**config.mk**
```make
export PLATFORM = sky130hd
export DESIGN_NAME = interruption_psw_swap_unit
export DESIGN_NICKNAME = d
export VERILOG_FILES = /design/src/rtl/psw_swap_pkg.sv /design/src/rtl/display_exc_check.sv /design/src/rtl/interruption_psw_swap_unit.sv
export SDC_FILE = /design/constraint.sdc
export NUM_CORES = 1
export LEC_CHECK = 0
export BUFFER_PORTS_ARGS = -buffer_cell sky130_fd_sc_hd__buf_4
export CORE_AREA = 3 3 212 214
export CTS_BUF_LIST = sky130_fd_sc_hd__clkbuf_16
export DETAILED_ROUTE_END_ITERATION = 8
export DIE_AREA = 0 0 215 217
export PLACE_DENSITY = 0.49
export SLEW_MARGIN = 20
export SYNTH_ARGS = -nofsm -noshare
export SYNTH_HDL_FRONTEND = slang
export SYNTH_SLANG_ARGS = --single-unit
```
**constraint.sdc**
```tcl
create_clock -name clock -period 8 [get_ports clock]
set_clock_uncertainty 0.1 [all_clocks]
set_input_delay 0.4 -clock clock [delete_from_list [all_inputs] [get_ports clock]]
set_output_delay 0.4 -clock clock [all_outputs]
set_load 0.01 [all_outputs]
```
**src/rtl/psw_swap_pkg.sv**
```systemverilog
// Constants and types shared by the interruption status-swap logic.
package psw_swap_pkg;
  localparam int ADDR_W = 24;
  // Preferential-area offsets relative to the element's base.
  localparam logic [7:0] OFF_IPL_SDW = 8'h00;
  localparam logic [7:0] OFF_IPL_CCW1 = 8'h08;
  localparam logic [7:0] OFF_IPL_CCW2 = 8'h10;
  localparam logic [7:0] OFF_OLD_EXT = 8'h18;
  localparam logic [7:0] OFF_OLD_SVC = 8'h20;
  localparam logic [7:0] OFF_OLD_PRG = 8'h28;
  localparam logic [7:0] OFF_OLD_MCK = 8'h30;
  localparam logic [7:0] OFF_OLD_IO = 8'h38;
  localparam logic [7:0] OFF_CSW = 8'h40;
  localparam logic [7:0] OFF_CAW = 8'h48;
  localparam logic [7:0] OFF_TIMER = 8'h50;
  localparam logic [7:0] OFF_NEW_EXT = 8'h58;
  localparam logic [7:0] OFF_NEW_SVC = 8'h60;
  localparam logic [7:0] OFF_NEW_PRG = 8'h68;
  localparam logic [7:0] OFF_NEW_MCK = 8'h70;
  localparam logic [7:0] OFF_NEW_IO = 8'h78;
  localparam logic [7:0] OFF_LOGOUT = 8'h80;
  // Field positions; doubleword bit n sits at vector index 63-n.
  localparam int SYS_MASK_MSB = 63;
  localparam int EXT_MASK_BIT = 56;
  localparam int PKEY_LSB = 52;
  localparam int MCK_MASK_BIT = 50;
  localparam int ICODE_LSB = 32;
  localparam int ILC_LSB = 30;
  localparam int PMASK_LSB = 24;
  // Interruption codes, length codes and base addresses.
  localparam logic [11:0] CODE_PROT = 12'h004;
  localparam logic [11:0] CODE_ADDR = 12'h005;
  localparam logic [11:0] CODE_SPEC = 12'h006;
  localparam logic [11:0] CODE_FXOVF = 12'h008;
  localparam logic [11:0] CODE_DCOVF = 12'h00a;
  localparam logic [11:0] CODE_EXPUF = 12'h00d;
  localparam logic [11:0] CODE_SIGNF = 12'h00e;
  localparam logic [1:0] ILC_NONE = 2'h0;
  localparam logic [1:0] ILC_SVC = 2'h1;
  localparam logic [23:0] BASE_RESET = 24'h000000;
  localparam logic [23:0] BASE_ALT = 24'h001000;
  // Interruption classes in priority order, highest first.
  typedef enum logic [2:0] {
    CLS_MCK = 3'h0,
    CLS_PRG = 3'h1,
    CLS_SVC = 3'h2,
    CLS_EXT = 3'h3,
    CLS_IO = 3'h4
  } class_e;
  typedef enum logic [5:0] {
    ST_IPL = 6'h01,
    ST_IDLE = 6'h02,
    ST_OLD = 6'h04,
    ST_CSW = 6'h08,
    ST_NEW = 6'h10,
    ST_STOP = 6'h20
  } state_e;
endpackage : psw_swap_pkg

```
**src/rtl/display_exc_check.sv**
```systemverilog
// Protection and alignment checks of the display instructions.
`timescale 1ns/1ps
`default_nettype none
module display_exc_check (
  input  wire logic        key_check,
  input  wire logic [3:0]  storage_key,
  input  wire logic [3:0]  prot_key,
  input  wire logic        chain_load,
  input  wire logic [23:0] chain_load_addr,
  input  wire logic        page_chain,
  input  wire logic [63:0] page_chain_dw,
  input  wire logic        repack_start,
  input  wire logic [23:0] old_refresh_pointer,
  input  wire logic [23:0] new_refresh_pointer,
  output logic             prot_exc,
  output logic             spec_exc
);
  logic chain_bad;
  logic page_bad;
  logic repack_bad;

  // Key zero on either side is a master key.
  assign prot_exc = key_check && (storage_key != prot_key)
                    && (storage_key != 4'h0) && (prot_key != 4'h0);
  assign chain_bad = chain_load && (chain_load_addr[2:0] != 3'h0);
  // The chain address sits in bytes 5-7 of the word after the page.
  assign page_bad = page_chain && (page_chain_dw[2:0] != 3'h0);
  assign repack_bad = repack_start && ((old_refresh_pointer[2:0] != 3'h0)
                      || (new_refresh_pointer[2:0] != 3'h0));
  assign spec_exc = chain_bad || page_bad || repack_bad;
endmodule : display_exc_check
`default_nettype wire

```
**src/rtl/interruption_psw_swap_unit.sv**
```systemverilog
// Interruption action: status-doubleword swap through the preferential area.
`timescale 1ns/1ps
`default_nettype none
module interruption_psw_swap_unit (
  input  wire logic        clock,
  input  wire logic        sys_rst,
  input  wire logic        instr_done,
  input  wire logic        long_point,
  input  wire logic [1:0]  instr_len,
  input  wire logic [23:0] next_ia,
  input  wire logic        stop_cmd,
  input  wire logic        io_req,
  input  wire logic [2:0]  io_chan,
  input  wire logic [11:0] io_code,
  input  wire logic [63:0] channel_status_doubleword,
  input  wire logic        ext_req,
  input  wire logic [11:0] ext_code,
  input  wire logic        mchk_req,
  input  wire logic        svc_req,
  input  wire logic [11:0] svc_code,
  input  wire logic        prog_req,
  input  wire logic [11:0] prog_code,
  input  wire logic        ilc_unavail,
  input  wire logic        acc_fail,
  input  wire logic        acc_fail_check,
  input  wire logic        key_check,
  input  wire logic [3:0]  storage_key,
  input  wire logic        prot_store,
  input  wire logic        chain_load,
  input  wire logic [23:0] chain_load_addr,
  input  wire logic        page_chain,
  input  wire logic [63:0] page_chain_dw,
  input  wire logic        repack_start,
  input  wire logic [23:0] old_refresh_pointer,
  input  wire logic [23:0] new_refresh_pointer,
  input  wire logic        load_base,
  input  wire logic [23:0] base_in,
  input  wire logic        inhibit_logout_stop,
  output logic             mem_req,
  output logic             mem_we,
  output logic [23:0]      mem_addr,
  output logic [63:0]      mem_wdata,
  input  wire logic [63:0] mem_rdata,
  input  wire logic        mem_ack,
  input  wire logic        mem_err,
  output logic [63:0]      status_doubleword,
  output logic             busy,
  output logic             stopped,
  output logic             suppress_results,
  output logic             terminate_results,
  output logic             element_check_signal,
  output logic             check_stop
);
  psw_swap_pkg::state_e state_r;
  psw_swap_pkg::class_e cls_r;
  psw_swap_pkg::class_e cls_nxt;
  logic [63:0] sdw_r;
  logic [63:0] old_sdw_r;
  logic [23:0] base_r;
  logic        alt_r;
  logic        io_pend_r;
  logic        ext_pend_r;
  logic        mck_pend_r;
  logic        svc_pend_r;
  logic        prg_pend_r;
  logic [11:0] io_code_r;
  logic [11:0] ext_code_r;
  logic [11:0] svc_code_r;
  logic [11:0] prg_code_r;
  logic        prg_ilc0_r;
  logic        suppress_r;
  logic        terminate_r;
  logic        stopped_r;
  logic        elc_r;
  logic        prot_exc;
  logic        spec_exc;
  logic        boundary;
  logic        take;
  logic        mck_ok;
  logic        ext_ok;
  logic        io_ok;
  logic        prg_det;
  logic [11:0] prg_det_code;
  logic        prg_masked;
  logic        fail_ok;
  logic        mem_done;
  logic [7:0]  off;
  logic [11:0] icode;
  logic [1:0]  ilc;

  display_exc_check chk (
    .key_check           (key_check),
    .storage_key         (storage_key),
    .prot_key            (sdw_r[psw_swap_pkg::PKEY_LSB+:4]),
    .chain_load          (chain_load),
    .chain_load_addr     (chain_load_addr),
    .page_chain          (page_chain),
    .page_chain_dw       (page_chain_dw),
    .repack_start        (repack_start),
    .old_refresh_pointer (old_refresh_pointer),
    .new_refresh_pointer (new_refresh_pointer),
    .prot_exc            (prot_exc),
    .spec_exc            (spec_exc)
  );

  // Mask gating per class; the I/O channel picks a system mask bit.
  assign mck_ok = mck_pend_r && sdw_r[psw_swap_pkg::MCK_MASK_BIT];
  assign ext_ok = ext_pend_r && sdw_r[psw_swap_pkg::EXT_MASK_BIT];
  assign io_ok = io_pend_r && sdw_r[psw_swap_pkg::SYS_MASK_MSB - io_chan];
  // Long instructions offer interruption points inside their run.
  assign boundary = (instr_done || long_point) && (state_r == psw_swap_pkg::ST_IDLE);
  assign take = boundary && (mck_ok || prg_pend_r || svc_pend_r || ext_ok || io_ok);
  assign fail_ok = !alt_r && !inhibit_logout_stop;
  assign mem_done = mem_req && (mem_ack || mem_err);

  always_comb begin
    if (mck_ok) begin
      cls_nxt = psw_swap_pkg::CLS_MCK;
    end else if (prg_pend_r) begin
      cls_nxt = psw_swap_pkg::CLS_PRG;
    end else if (svc_pend_r) begin
      cls_nxt = psw_swap_pkg::CLS_SVC;
    end else if (ext_ok) begin
      cls_nxt = psw_swap_pkg::CLS_EXT;
    end else begin
      cls_nxt = psw_swap_pkg::CLS_IO;
    end
  end

  // Program causes found during the instruction, first one wins.
  always_comb begin
    prg_det = 1'b1;
    if (spec_exc) begin
      prg_det_code = psw_swap_pkg::CODE_SPEC;
    end else if (prot_exc) begin
      prg_det_code = psw_swap_pkg::CODE_PROT;
    end else if (acc_fail && !acc_fail_check && fail_ok) begin
      prg_det_code = psw_swap_pkg::CODE_ADDR;
    end else begin
      prg_det = prog_req;
      prg_det_code = prog_code;
    end
  end

  // Four causes are gated by the program mask and are then dropped.
  always_comb begin
    unique case (prg_det_code)
      psw_swap_pkg::CODE_FXOVF: prg_masked = !sdw_r[psw_swap_pkg::PMASK_LSB+3];
      psw_swap_pkg::CODE_DCOVF: prg_masked = !sdw_r[psw_swap_pkg::PMASK_LSB+2];
      psw_swap_pkg::CODE_EXPUF: prg_masked = !sdw_r[psw_swap_pkg::PMASK_LSB+1];
      psw_swap_pkg::CODE_SIGNF: prg_masked = !sdw_r[psw_swap_pkg::PMASK_LSB];
      default: prg_masked = 1'b0;
    endcase
  end

  // Slot offsets per class; every address adds the current base.
  always_comb begin
    off = psw_swap_pkg::OFF_IPL_SDW;
    unique case (1'b1)
      state_r[2]: begin
        unique case (cls_r)
          psw_swap_pkg::CLS_EXT: off = psw_swap_pkg::OFF_OLD_EXT;
          psw_swap_pkg::CLS_SVC: off = psw_swap_pkg::OFF_OLD_SVC;
          psw_swap_pkg::CLS_PRG: off = psw_swap_pkg::OFF_OLD_PRG;
          psw_swap_pkg::CLS_MCK: off = psw_swap_pkg::OFF_OLD_MCK;
          default: off = psw_swap_pkg::OFF_OLD_IO;
        endcase
      end
      state_r[3]: off = psw_swap_pkg::OFF_CSW;
      state_r[4]: begin
        unique case (cls_r)
          psw_swap_pkg::CLS_EXT: off = psw_swap_pkg::OFF_NEW_EXT;
          psw_swap_pkg::CLS_SVC: off = psw_swap_pkg::OFF_NEW_SVC;
          psw_swap_pkg::CLS_PRG: off = psw_swap_pkg::OFF_NEW_PRG;
          psw_swap_pkg::CLS_MCK: off = psw_swap_pkg::OFF_NEW_MCK;
          default: off = psw_swap_pkg::OFF_NEW_IO;
        endcase
      end
      default: off = psw_swap_pkg::OFF_IPL_SDW;
    endcase
  end

  assign mem_req = state_r[0] || state_r[2] || state_r[3] || state_r[4];
  assign mem_we = state_r[2] || state_r[3];
  assign mem_addr = base_r + {16'h0000, off};
  assign mem_wdata = state_r[3] ? channel_status_doubleword : old_sdw_r;

  // Code and length of the class being taken.
  always_comb begin
    unique case (cls_nxt)
      psw_swap_pkg::CLS_PRG: icode = prg_code_r;
      psw_swap_pkg::CLS_SVC: icode = svc_code_r;
      psw_swap_pkg::CLS_EXT: icode = ext_code_r;
      psw_swap_pkg::CLS_IO: icode = io_code_r;
      default: icode = 12'h000;
    endcase
    if (cls_nxt == psw_swap_pkg::CLS_SVC) begin
      ilc = psw_swap_pkg::ILC_SVC;
    end else if (cls_nxt == psw_swap_pkg::CLS_PRG && prg_ilc0_r) begin
      ilc = psw_swap_pkg::ILC_NONE;
    end else begin
      ilc = instr_len;
    end
  end

  always_ff @(posedge clock or posedge sys_rst) begin
    if (sys_rst) begin
      state_r <= psw_swap_pkg::ST_IPL;
      cls_r <= psw_swap_pkg::CLS_MCK;
      old_sdw_r <= 64'h0;
    end else begin
      unique case (state_r)
        psw_swap_pkg::ST_IPL: begin
          if (mem_err) begin
            state_r <= psw_swap_pkg::ST_STOP;
          end else if (mem_ack) begin
            state_r <= psw_swap_pkg::ST_IDLE;
          end
        end
        psw_swap_pkg::ST_IDLE: begin
          if (acc_fail && !fail_ok) begin
            state_r <= psw_swap_pkg::ST_STOP;
          end else if (take) begin
            cls_r <= cls_nxt;
            old_sdw_r <= sdw_r;
            old_sdw_r[psw_swap_pkg::ICODE_LSB+:12] <= icode;
            old_sdw_r[psw_swap_pkg::ILC_LSB+:2] <= ilc;
            old_sdw_r[23:0] <= next_ia;
            state_r <= psw_swap_pkg::ST_OLD;
          end
        end
        psw_swap_pkg::ST_OLD, psw_swap_pkg::ST_CSW, psw_swap_pkg::ST_NEW: begin
          if (mem_err) begin
            // A failed swap keeps its request and restarts via the alternate if fail_ok, else stops.
            state_r <= fail_ok ? psw_swap_pkg::ST_OLD : psw_swap_pkg::ST_STOP;
          end else if (mem_ack && state_r == psw_swap_pkg::ST_OLD) begin
            state_r <= (cls_r == psw_swap_pkg::CLS_IO) ? psw_swap_pkg::ST_CSW : psw_swap_pkg::ST_NEW;
          end else if (mem_ack && state_r == psw_swap_pkg::ST_CSW) begin
            state_r <= psw_swap_pkg::ST_NEW;
          end else if (mem_ack) begin
            state_r <= psw_swap_pkg::ST_IDLE;
          end
        end
        psw_swap_pkg::ST_STOP: state_r <= psw_swap_pkg::ST_STOP;
        default: state_r <= psw_swap_pkg::ST_STOP;
      endcase
    end
  end

  // New doubleword becomes current as fetched, with no checking.
  always_ff @(posedge clock or posedge sys_rst) begin
    if (sys_rst) begin
      sdw_r <= 64'h0;
    end else if ((state_r[4] || state_r[0]) && mem_ack && !mem_err) begin
      sdw_r <= mem_rdata;
    end
  end

  // Base is loaded by software or swapped silently to the alternate.
  always_ff @(posedge clock or posedge sys_rst) begin
    if (sys_rst) begin
      base_r <= psw_swap_pkg::BASE_RESET;
      alt_r <= 1'b0;
    end else if (fail_ok && ((mem_done && mem_err && !state_r[0])
                 || (state_r[1] && acc_fail))) begin
      base_r <= psw_swap_pkg::BASE_ALT;
      alt_r <= 1'b1;
    end else if (load_base) begin
      base_r <= base_in;
      alt_r <= 1'b0;
    end
  end

  // Sticky requests; a new request in the taking cycle survives.
  always_ff @(posedge clock or posedge sys_rst) begin
    if (sys_rst) begin
      io_pend_r <= 1'b0;
      ext_pend_r <= 1'b0;
      mck_pend_r <= 1'b0;
      svc_pend_r <= 1'b0;
      io_code_r <= 12'h000;
      ext_code_r <= 12'h000;
      svc_code_r <= 12'h000;
    end else begin
      io_pend_r <= io_req || (io_pend_r && !(take && cls_nxt == psw_swap_pkg::CLS_IO));
      ext_pend_r <= ext_req || (ext_pend_r && !(take && cls_nxt == psw_swap_pkg::CLS_EXT));
      mck_pend_r <= mchk_req || (acc_fail && acc_fail_check && fail_ok)
                    || (mck_pend_r && !(take && cls_nxt == psw_swap_pkg::CLS_MCK));
      svc_pend_r <= svc_req || (svc_pend_r && !(take && cls_nxt == psw_swap_pkg::CLS_SVC));
      if (io_req) begin
        io_code_r <= io_code;
      end
      if (ext_req) begin
        ext_code_r <= ext_code;
      end
      if (svc_req) begin
        svc_code_r <= svc_code;
      end
    end
  end

  // Program causes do not stay pending when masked off.
  always_ff @(posedge clock or posedge sys_rst) begin
    if (sys_rst) begin
      prg_pend_r <= 1'b0;
      prg_code_r <= 12'h000;
      prg_ilc0_r <= 1'b0;
    end else if (prg_det && !prg_masked && state_r[1]) begin
      prg_pend_r <= 1'b1;
      prg_code_r <= prg_det_code;
      prg_ilc0_r <= ilc_unavail && (prot_exc || prg_det_code == psw_swap_pkg::CODE_ADDR);
    end else if (take && cls_nxt == psw_swap_pkg::CLS_PRG) begin
      prg_pend_r <= 1'b0;
    end
  end

  // Specification and store protection suppress; fetch faults terminate.
  always_ff @(posedge clock or posedge sys_rst) begin
    if (sys_rst) begin
      suppress_r <= 1'b0;
      terminate_r <= 1'b0;
    end else begin
      suppress_r <= spec_exc || (prot_exc && prot_store);
      terminate_r <= !spec_exc && ((prot_exc && !prot_store)
                     || (acc_fail && !acc_fail_check && fail_ok));
    end
  end

  // Stop is reached only once nothing unmasked is left to take.
  always_ff @(posedge clock or posedge sys_rst) begin
    if (sys_rst) begin
      stopped_r <= 1'b0;
    end else if (!stop_cmd) begin
      stopped_r <= 1'b0;
    end else if (instr_done && state_r[1] && !take) begin
      stopped_r <= 1'b1;
    end
  end

  always_ff @(posedge clock or posedge sys_rst) begin
    if (sys_rst) begin
      elc_r <= 1'b0;
    end else if (state_r[1] ? (acc_fail && !fail_ok) : (mem_done && mem_err && !fail_ok)) begin
      elc_r <= 1'b1;
    end
  end

  assign status_doubleword = sdw_r;
  assign busy = !state_r[1];
  assign stopped = stopped_r;
  assign suppress_results = suppress_r;
  assign terminate_results = terminate_r;
  assign element_check_signal = elc_r;
  assign check_stop = state_r[5];
endmodule : interruption_psw_swap_unit
`default_nettype wire

```
==> results of run 1 <==
## worst max-delay path, cell delays in order, from the launching register on
cell and delay (ns):
dfrtp_4 0.84, or2_1 0.46, ha_1 0.35, a21oi_1 0.16, nor4_1 0.75, nand3_1 0.18
xnor2_1 0.20, buf_4 0.15
## layout make-up
| cell class | count | area (sq um) |
|---|---|---|
| repair buffers | 590 | 4820 |
| multi-input cells | 632 | 4550 |
| clock buffers | 27 | 676 |
| inverters | 18 | 75.1 |
| clock inverters | 22 | 165 |
| well taps | 585 | 732 |
| flip-flops and latches | 220 | 5510 |
| fillers | 4334 | 26500 |
## worst max-delay path by stage
stage / from / end / depth (start not counted)
after floorplan: sys_rst / alt_r / 1
final: state_r[3] / mem_addr[21] / 7
after detailed placement: state_r[3] / old_sdw_r[56] / 8
after CTS: state_r[3] / mem_addr[21] / 7
after global routing: state_r[3] / mem_addr[23] / 7
after global placement: state_r[3] / old_sdw_r[56] / 8
## stage by stage
step / instances / power [uW] / instance area [sq um] / hold slack (ns) / utilization, %
2_1_floorplan: 922 / 1420 / 10300 / 0.341 / -
4_1_cts: 2094 / 2940 / 16500 / 0.00122 / 38.4
6_report: 2094 / 2880 / 16500 / 0.0377 / 38.4
5_1_grt: 2094 / 3020 / 16500 / 0.0136 / 38.4
3_3_place_gp: 1888 / 1650 / 14100 / 0.354 / 32.8
3_5_place_dp: 1888 / 1650 / 14100 / 0.359 / 32.8
## synthesized netlist by cell type, drive strengths merged, types with 5 or more instances
library cell / instances / area share, %
a21o: 5 / 0.36
xnor2: 14 / 1.2
clkbuf: 31 / 1.1
nor3: 7 / 0.34
nand2: 186 / 6.7
nand2b: 6 / 0.36
or3: 5 / 0.40
mux2: 170 / 19
o21ai: 16 / 0.77
nor4: 6 / 0.36
a22oi: 24 / 1.7
a21oi: 11 / 0.53
mux2i: 31 / 3.0
a31oi: 16 / 0.97
xor2: 12 / 1.0
buf: 21 / 1.3
nor2: 59 / 2.1
inv: 18 / 0.65
dfrtp: 219 / 53
and2: 5 / 0.30
o31ai: 7 / 0.69
nand3: 9 / 0.48
## layer usage
layer / up-vias / share of wire [%]
li1: 4315 / -
met4: 0 / 1.9
met3: 38 / 6.6
met5: - / 0
met1: 4339 / 41
met2: 271 / 50
## what timing repair did
item,in CTS,in global routing
buffers inserted,0,0
hold buffers,157,0
endpoints found under the hold margin,243,0
setup endpoints to repair,0,0
## registers in the layout, indices dropped and copies added (netlist names), 3 cells and up
| name | flops |
|---|---|
| prg_code_r | 12 |
| io_code_r | 12 |
| base_r | 24 |
| svc_code_r | 12 |
| old_sdw_r | 64 |
| state_r | 6 |
| ext_code_r | 12 |
| cls_r | 3 |
| status_doubleword | 64 |
## cells by family (layout without fill, tap and decap cells)
logic type | Yosys count | count (layout) | synth area share [%]
muxes | 203 | 203 | 22.0
adders and majority gates | 5 | 5 | 0.677
xor gates and xnor gates | 26 | 26 | 2.20
DFF | 220 | 220 | 53.2
buffers and inverters | 70 | 657 | 3.07
AOI/OAI and AO/OA | 94 | 94 | 6.37
and+or+nand+nor | 304 | 304 | 12.5
## power by group
| group | switching, uW | internal (uW) | total, uW |
|---|---|---|---|
| clock | 485 | 702 | 1190 |
| combinational | 177 | 272 | 449 |
| sequential | 53.4 | 1190 | 1240 |
| total | 716 | 2160 | 2880 |
==> results.sh, run 1 <==
export IMPL_dr_pass1_iters=5
export IMPL_pin_count=551
export IMPL_synth_yosys_warnings=0
export IMPL_yosysSeqAreaShare_pct=53.2
export IMPL_rrSetupSlack_ns=3.87
export IMPL_gr_total_overflow=0
export IMPL_synth_avg_cell_area_sq_um=11.2
export IMPL_cts_resized=0
export IMPL_cts_clk_slew_worst_paths_ns=0.06
export IMPL_fmax_ghz=0.241
export IMPL_port_buffers=426
export IMPL_numCtsBuffers=27
export IMPL_tightestPinTransition_ns=1.14
export IMPL_worstSetupStartpointType="flop"
export IMPL_dp_worst_setup_slack_ns=3.74
export IMPL_arrival_ns=3.64
export IMPL_ys_flop_type="dfrtp_1"
export IMPL_use_met2_pct=27.0
export IMPL_insertion_delay_ns=0.54
export IMPL_period_share_pct=51.8
export IMPL_cts_root_buf="clkbuf_16"
export IMPL_place_gp_congestion=0.754
export IMPL_critical_path_class="reg2out"
export IMPL_vias=8963
export IMPL_syn_cell_area_sq_um=10300
export IMPL_h_tree_depth=1
export IMPL_fin_ws_ns=3.86
export IMPL_totalNegativeSetupSlack_ns=0
export IMPL_async_reset_ff_share_pct=100
export IMPL_hold_path_class="in2reg"
export IMPL_max_vdd_ir_drop_v=0.000167
export IMPL_antenna_left=0
export IMPL_whs_path_depth=3
export IMPL_status="finished, final reports clean"
export IMPL_rr_worst_depth=8
export IMPL_whs_endpoint="base_r[20]"
export IMPL_maxSlewHeadroom_pct=23.7
export IMPL_rr_endpoint="old_sdw_r[56]"
export IMPL_drt_iter0_markers=340
export IMPL_use_met3_pct=4.01
export IMPL_viasPerCell=4.28
export IMPL_diodes=0
export IMPL_wirelength_mm=36.4
export IMPL_crit_fanout=69
export IMPL_p_per_area_nw_per_um2=174
export IMPL_p_leak_uw=0.00819
export IMPL_maxCapViolations=0
export IMPL_area_growth_pct=59.7
export IMPL_final_nets=1885
export IMPL_fin_crit_ns=4.14
export IMPL_synth_seq_cells=220
export IMPL_holdCritStartpoint="base_in[20]"
export IMPL_synth_edff_count=0
export IMPL_clock_sinks=220
export IMPL_start_util_pct=24.0
export IMPL_place_hpwl_mm=25.8
export IMPL_grt_first_pass_wirelength_mm=55.6
export IMPL_layout_commonest_cell="buf_4"
export IMPL_syn_inst=922
export IMPL_final_hold_viol_count=0
export IMPL_row_count=76
export IMPL_drc=0
export IMPL_wl_per_cell_um=17.4
export IMPL_die_area_sq_um=46700
export IMPL_die_h_um=217
export IMPL_critical_path_required_ns=7.50
export IMPL_cts_tree="built"
export IMPL_grt_busiest_layer="met2"
export IMPL_synth_fp_nets=1318
export IMPL_endpoint_kind="output pin"
export IMPL_clk_path_buf_depth=3
export IMPL_setup_viol=0
export IMPL_maxSlewViolCount=0
export IMPL_grt_use_total_pct=15.0
export IMPL_synth_distinct_cells=54
export IMPL_grt_pass1_vias=9730
export IMPL_die_w_um=215
export IMPL_drive_above_1_share_pct=43.4
export IMPL_core_area_sq_um=43100
export IMPL_most_common_layout_cells="buf_4, dfrtp_1, nand2_1"
export IMPL_use_met1_pct=18.1
export IMPL_antenna_found_initial=0
export IMPL_rsz0062_at_grt="no"
export IMPL_worstReg2RegStart="state_r[3]"
export IMPL_grt_max_degree=90
Power figures use the tool's default switching activity.
==> run 2: changes to the inputs <==
--- a/config.mk
+++ b/config.mk
@@ -5,12 +5,13 @@
 export SDC_FILE = /design/constraint.sdc
 export NUM_CORES = 1
 export LEC_CHECK = 0
+export ABC_AREA = 1
 export BUFFER_PORTS_ARGS = -buffer_cell sky130_fd_sc_hd__buf_4
-export CORE_AREA = 3 3 212 214
+export CORE_AREA = 3 3 216 218
 export CTS_BUF_LIST = sky130_fd_sc_hd__clkbuf_16
 export DETAILED_ROUTE_END_ITERATION = 8
-export DIE_AREA = 0 0 215 217
-export PLACE_DENSITY = 0.49
+export DIE_AREA = 0 0 219 221
+export PLACE_DENSITY = 0.48
 export SLEW_MARGIN = 20
 export SYNTH_ARGS = -nofsm -noshare
 export SYNTH_HDL_FRONTEND = slang
==> constraint.sdc (replaced) <==
create_clock -name clock -period 4 [get_ports clock]
set_clock_uncertainty 0.1 [all_clocks]
set_input_delay 0.2 -clock clock [delete_from_list [all_inputs] [get_ports clock]]
set_output_delay 0.2 -clock clock [all_outputs]
set_load 0.01 [all_outputs]
==> run 2 against run 1 <==
Effect of this change: combinational power increased by 57%; final cell count increased by 22%; first-iteration DRC count increased by 44%; clock-buffer cell count increased by 2; die area increased by 3.7%; cell area increased by 8.2%.
==> results.sh, run 2 <==
export IMPL_rr_worst_depth=9
export IMPL_rsz0062_at_grt="no"
export IMPL_critical_path_required_ns=3.70
export IMPL_insertion_delay_ns=0.56
export IMPL_rrSetupSlack_ns=1.26
export IMPL_worstSetupStartpointType="flop"
export IMPL_rr_endpoint="stopped"
export IMPL_place_gp_congestion=0.889
export IMPL_crit_slowest_cell="dfrtp_1"
export IMPL_holdWs_ns=0.0462
export IMPL_cp_cell_sequence="nor2_1 > inv_1 > o21ai_0 > inv_1 > ha_1 > nand3_1 > nand2_1 > nand2_1 > a21oi_2 > nand3_1 > nor2_1 > nand3_1 > nor2_2 > nand2_1 > xor2_1 > buf_4"
export IMPL_synthMuxAreaShare_pct=4.84
export IMPL_nFillCells=4614
export IMPL_crit_cells=16
export IMPL_post_dp_cell_area_sq_um=14500
export IMPL_synthTopCellsByArea="dfrtp_1, nand2_1, inv_1, mux2_2, o21ai_1"
export IMPL_final_hold_viol_count=0
export IMPL_most_common_layout_cells="buf_4, nand2_1, dlygate4sd3_1"
export IMPL_gr_total_overflow=0
export IMPL_crit_buf_inv=3
export IMPL_maxCapViolations=0
export IMPL_arrival_ns=3.32
export IMPL_dp_worst_setup_slack_ns=0.886
export IMPL_setup_viol=0
export IMPL_max_vdd_ir_drop_v=0.000270
export IMPL_die_h_um=221
export IMPL_core_area_sq_um=45100
export IMPL_row_count=78
export IMPL_syn_inst=1262
export IMPL_ys_flop_type="dfrtp_1"
export IMPL_yosys_area_top_type="dfrtp_1"
export IMPL_grt_max_degree=106
export IMPL_status="finished, final reports clean"
export IMPL_grt_pass1_vias=11039
export IMPL_syn_cell_area_sq_um=10700
export IMPL_port_buffers=426
export IMPL_post_cts_buffers=0
export IMPL_wl_per_cell_um=16.0
export IMPL_startpoint="state_r[2]"
export IMPL_period_share_pct=90.5
export IMPL_whs_endpoint="terminate_results"
export IMPL_synth_yosys_warnings=0
export IMPL_cpLargestDelayFamily="simple AND/OR/NAND/NOR gates"
export IMPL_synth_seq_cells=220
export IMPL_maxSlewHeadroom_pct=32.5
export IMPL_yosys_area_top_type_share_pct=51.2
export IMPL_synth_fp_nets=1658
export IMPL_endpoint_kind="output pin"
export IMPL_worstReg2RegStart="status_doubleword[50]"
export IMPL_p_leak_uw=0.00891
export IMPL_fin_ws_ns=0.380
export IMPL_async_reset_ff_share_pct=100
export IMPL_synth_top_family_by_area="simple AND/OR/NAND/NOR gates"
export IMPL_totalNegativeSetupSlack_ns=0
export IMPL_synth_xor_area_share_pct=1.56
export IMPL_synth_avg_cell_area_sq_um=8.47
export IMPL_fmax_ghz=0.276
export IMPL_yosysSeqAreaShare_pct=51.5
export IMPL_vias=10800
export IMPL_synth_commonest_cells="nand2_1, dfrtp_1, inv_1"
export IMPL_synth_most_common_cell="nand2_1"
export IMPL_synth_distinct_cells=52
export IMPL_area_growth_pct=67.3
export IMPL_drc=0
export IMPL_synth_edff_count=0
export IMPL_dr_pass1_iters=5
export IMPL_numCtsBuffers=29
export IMPL_viasPerCell=4.24
export IMPL_final_nets=2322
export IMPL_design_area_sq_um=17900
export IMPL_drive_above_1_share_pct=29.8
export IMPL_hold_path_class="in2reg"
export IMPL_p_per_area_nw_per_um2=304
export IMPL_clock_sinks=220
export IMPL_place_hpwl_mm=29.5
export IMPL_yosys_area_share_simple_pct=20.7
export IMPL_drt_iter0_markers=488
export IMPL_antenna_left=0
export IMPL_start_util_pct=23.7
export IMPL_cts_root_buf="clkbuf_16"
export IMPL_layout_commonest_cell="buf_4"
export IMPL_wirelength_mm=40.8
export IMPL_die_area_sq_um=48400
export IMPL_fin_crit_ns=3.62
export IMPL_whs_path_depth=5
export IMPL_critical_path_class="reg2out"
export IMPL_cts_clk_slew_worst_paths_ns=0.06
export IMPL_die_w_um=219
export IMPL_holdCritStartpoint="repack_start"
export IMPL_pin_count=551
export IMPL_antenna_found_initial=1
export IMPL_tightestPinTransition_ns=1.01
export IMPL_max_stage_delay_ns=0.42
export IMPL_maxSlewViolCount=0
export IMPL_synth_compound_area_share_pct=12.2
export IMPL_cts_tree="built"
export IMPL_finalPower_uw=5450
export IMPL_clk_path_buf_depth=3
export IMPL_grt_first_pass_wirelength_mm=63.4
export IMPL_grt_use_total_pct=16.4
export IMPL_crit_fanout=4
export IMPL_synth_fa_ha_area_share_pct=0.655
export IMPL_h_tree_depth=1
run 2: cell types whose count changed after synthesis, moves of 14 or more:
cell | previous run | this run
a21oi_1 | 11 | 37
a22oi_1 | 24 | 2
a31oi_1 | 16 | 2
inv_1 | 18 | 147
mux2_2 | 169 | 46
mux2i_1 | 31 | 0
nand2_1 | 186 | 348
nand2_2 | 0 | 18
nand3_1 | 8 | 53
o21ai_0 | 16 | 81
o21ai_1 | 0 | 85
xnor2_1 | 14 | 0
run 2: per-layer routing:
| metal | share of wire (%) | GRT usage, % | vias up |
|---|---|---|---|
| met5 | 0 | 0 | - |
| met4 | 2.2 | 4.31 | 0 |
| met3 | 5.5 | 3.03 | 59 |
| met2 | 47 | 27.5 | 285 |
| met1 | 45 | 21.8 | 5075 |
| li1 | - | - | 5381 |
run 2: cells by family after synthesis:
logic type | after synthesis
and+or+nand+nor | 514
DFF | 220
xor gates and xnor gates | 19
buffers and inverters | 218
AOI/OAI and AO/OA | 240
muxes | 46
adders and majority gates | 5
run 2: cell type report:
class                   instances  area (sq um)  share of cell area [%]
clock buffers                  29           726                    4.06
flip-flops and latches        220          5510                    30.8
clock inverters                20           141                   0.790
inverters                     159           608                    3.40
well taps                     600           751                    4.20
diodes                          1          2.50                  0.0140
repair buffers                692          5860                    32.8
multi-input cells             824          4290                    24.0
run 2: metrics by stage:
| step | utilization (%) | std cells |
|---|---|---|
| 6_report | 39.7 | 2545 |
| 5_1_grt | 39.7 | 2545 |
| 4_1_cts | 39.6 | 2543 |
| 3_5_place_dp | 32.1 | 2242 |
| 3_3_place_gp | 32.1 | 2242 |
| 2_1_floorplan | - | 1262 |
run 2: worst reg2reg max path, stage by stage, from the launching register on:
cell and delay (ns):
dfrtp_1 0.40, nand2_1 0.13, inv_1 0.07, nor2_1 0.19
inv_1 0.10, nor2_2 0.48, a21oi_2 0.20, nor2_1 0.32
o21a_1 0.15, dlygate4sd3_1 0.54
run 2: worst max-delay path by stage:
stage / endpoint
2_1_floorplan: alt_r
3_3_place_gp: mem_addr[20]
4_1_cts: mem_addr[20]
5_1_grt: mem_addr[20]
3_5_place_dp: mem_addr[20]
6_report: mem_addr[20]
run 2: power by group:
group / internal, uW / total (uW) / leakage [uW] / switching [uW]
clock network: 1430 / 2430 / 0.000440 / 1000
logic: 421 / 704 / 0.00585 / 283
registers: 2280 / 2310 / 0.00262 / 31.4
total: 4130 / 5450 / 0.00891 / 1320
run 2: what timing repair did:
action	CTS	global route
resized for setup	0	1
hold endpoints to repair	197	0
endpoints found under the setup margin	0	1
hold buffers	252	0
==> run 3: changes to the inputs <==
--- a/config.mk
+++ b/config.mk
@@ -11,8 +11,8 @@
 export CTS_BUF_LIST = sky130_fd_sc_hd__clkbuf_16
 export DETAILED_ROUTE_END_ITERATION = 8
 export DIE_AREA = 0 0 219 221
-export PLACE_DENSITY = 0.48
-export SLEW_MARGIN = 20
+export PLACE_DENSITY_LB_ADDON = 0.25
+export SLEW_MARGIN = 15
 export SYNTH_ARGS = -nofsm -noshare
 export SYNTH_HDL_FRONTEND = slang
 export SYNTH_SLANG_ARGS = --single-unit
==> run 3 against run 2 <==
Effect of this change: register-to-register slack worse by 0.09 ns; via count rose by 0.49%; fmax decreased by 0.22%; sequential cell count unchanged; non-clock buffer count is 6 lower; combinational power decreased by 0.6%; critical path depth is the same; critical endpoint unchanged.
==> results.sh, run 3 (synthesis results as in run 2) <==
export IMPL_post_dp_cell_area_sq_um=14500
export IMPL_final_hold_viol_count=0
export IMPL_endpoint_kind="output pin"
export IMPL_arrival_ns=3.33
export IMPL_die_area_sq_um=48400
export IMPL_gr_total_overflow=0
export IMPL_fin_crit_ns=3.63
export IMPL_place_hpwl_mm=29.0
export IMPL_layout_commonest_cell="buf_4"
export IMPL_dr_pass1_iters=5
export IMPL_start_util_pct=23.7
export IMPL_die_w_um=219
export IMPL_cts_tree="built"
export IMPL_dp_worst_setup_slack_ns=0.786
export IMPL_wirelength_mm=40.1
export IMPL_h_tree_depth=1
export IMPL_antenna_found_initial=3
export IMPL_setup_viol=0
export IMPL_power_switching_uw=1300
export IMPL_totalNegativeSetupSlack_ns=0
export IMPL_clk_path_buf_depth=3
export IMPL_p_per_area_nw_per_um2=307
export IMPL_insertion_delay_ns=0.55
export IMPL_crit_fanout=5
export IMPL_final_nets=2315
export IMPL_place_gp_congestion=0.856
export IMPL_grt_use_total_pct=16.1
export IMPL_row_count=78
export IMPL_drive_above_1_share_pct=29.6
export IMPL_rrSetupSlack_ns=1.17
export IMPL_wl_per_cell_um=15.7
export IMPL_fin_ws_ns=0.372
export IMPL_max_vdd_ir_drop_v=0.000273
export IMPL_area_growth_pct=67.1
export IMPL_grt_first_pass_wirelength_mm=62.0
export IMPL_cp_cell_sequence="nor2_1 > inv_1 > o21ai_1 > inv_1 > ha_1 > nand3_1 > nand2_1 > nand2_1 > a21oi_2 > nand3_1 > nor2_2 > nand3_1 > nor2_2 > nand2_1 > xor2_1 > buf_4"
export IMPL_max_stage_delay_ns=0.42
export IMPL_maxSlewHeadroom_pct=40.1
export IMPL_hold_path_class="in2reg"
export IMPL_antenna_left=0
export IMPL_core_area_sq_um=45100
export IMPL_die_h_um=221
export IMPL_period_share_pct=90.7
export IMPL_p_leak_uw=0.00890
export IMPL_port_buffers=426
export IMPL_cts_root_buf="clkbuf_16"
export IMPL_pin_count=551
export IMPL_most_common_layout_cells="buf_4, nand2_1, dlygate4sd3_1"
export IMPL_numCtsBuffers=28
export IMPL_swShare_pct=23.6
export IMPL_grt_pass1_vias=11053
export IMPL_crit_buf_inv=3
export IMPL_drc=0
export IMPL_cpLargestDelayFamily="simple AND/OR/NAND/NOR gates"
export IMPL_numPlacedInstances=2239
export IMPL_drt_iter0_markers=562
export IMPL_internal_power_uw=4190
export IMPL_viasPerCell=4.26
export IMPL_maxCapViolations=0
export IMPL_design_area_sq_um=17900
export IMPL_crit_slowest_cell="dfrtp_1"
export IMPL_clkPwrFrac_pct=45.1
export IMPL_clock_sinks=220
export IMPL_rsz0062_at_grt="no"
export IMPL_cts_clk_slew_worst_paths_ns=0.06
export IMPL_fmax_ghz=0.276
export IMPL_maxSlewViolCount=0
export IMPL_power_frac_seq_pct=42.1
export IMPL_critical_path_required_ns=3.70
export IMPL_finalNonFillerCells=2545
export IMPL_tightestPinTransition_ns=0.899
export IMPL_grt_max_degree=115
export IMPL_critical_path_class="reg2out"
export IMPL_status="finished, final reports clean"
export IMPL_vias=10853
export IMPL_worstSetupStartpointType="flop"
export IMPL_p_comb_share_pct=12.8
## run 3: worst reg2reg max path, cell delays in order, from the launching register on
cell     delay, ns
dfrtp_4       0.61
nor2_2        0.17
inv_2         0.08
nor2_4        0.11
inv_2         0.06
nor3_2        0.15
o21ai_1       0.12
a21oi_2       0.18
nand2_2       0.10
inv_4         0.51
buf_4         0.38
nand2_1       0.08
o21ai_1       0.10
## run 3: per-stage QoR
step	util (%)	total power, uW	hold WS, ns
4_1_cts	39.6	5590	0.00101
5_1_grt	39.6	5760	0.0289
3_3_place_gp	32.1	2840	0.281
6_report	39.6	5490	0.0360
2_1_floorplan	-	2540	0.173
3_5_place_dp	32.1	2850	0.295
## run 3: final cells by class
cell class                 count  area (sq um)
antenna                        4          10.0
clock inverter                23           175
fill                        4551         27200
sequential                   220          5510
clock buffer                  29           726
multi-input combinational    824          4290
timing repair buffer         686          5800
tap                          600           751
inverter                     159           608
## run 3: routing by layer
| layer | global-route usage (%) | share of wire, % |
|---|---|---|
| met5 | 0 | 0 |
| met3 | 3.42 | 6.6 |
| met1 | 21.3 | 45 |
| met4 | 3.93 | 2.1 |
| met2 | 26.7 | 46 |
## run 3: power by group through the flow
stage / combinational, uW / clock [uW] / sequential [uW]
floorplan: 192 / 0 / 2350
global placement: 488 / 0 / 2350
detailed placement: 495 / 0 / 2350
CTS: 704 / 2580 / 2310
global route: 769 / 2670 / 2320
finish: 700 / 2480 / 2310
## run 3: worst paths after layout
path,to,from,cells past startpoint
worst min-delay path,prg_code_r[8],prog_code[8],5
worst min register to register,svc_code_r[6],svc_code_r[6],2
min in group asynchronous,status_doubleword[0],sys_rst,3
max in group asynchronous,old_sdw_r[15],sys_rst,4
worst max register to register,old_sdw_r[17],state_r[3],12
worst max-delay path,mem_addr[20],state_r[4],16
## run 3: timing repair
item / CTS / global route
endpoints found under the setup margin: 0 / 2
hold endpoints to repair: 202 / 0
buffers inserted: 0 / 0
resized for setup: 0 / 3
hold buffers: 250 / 0
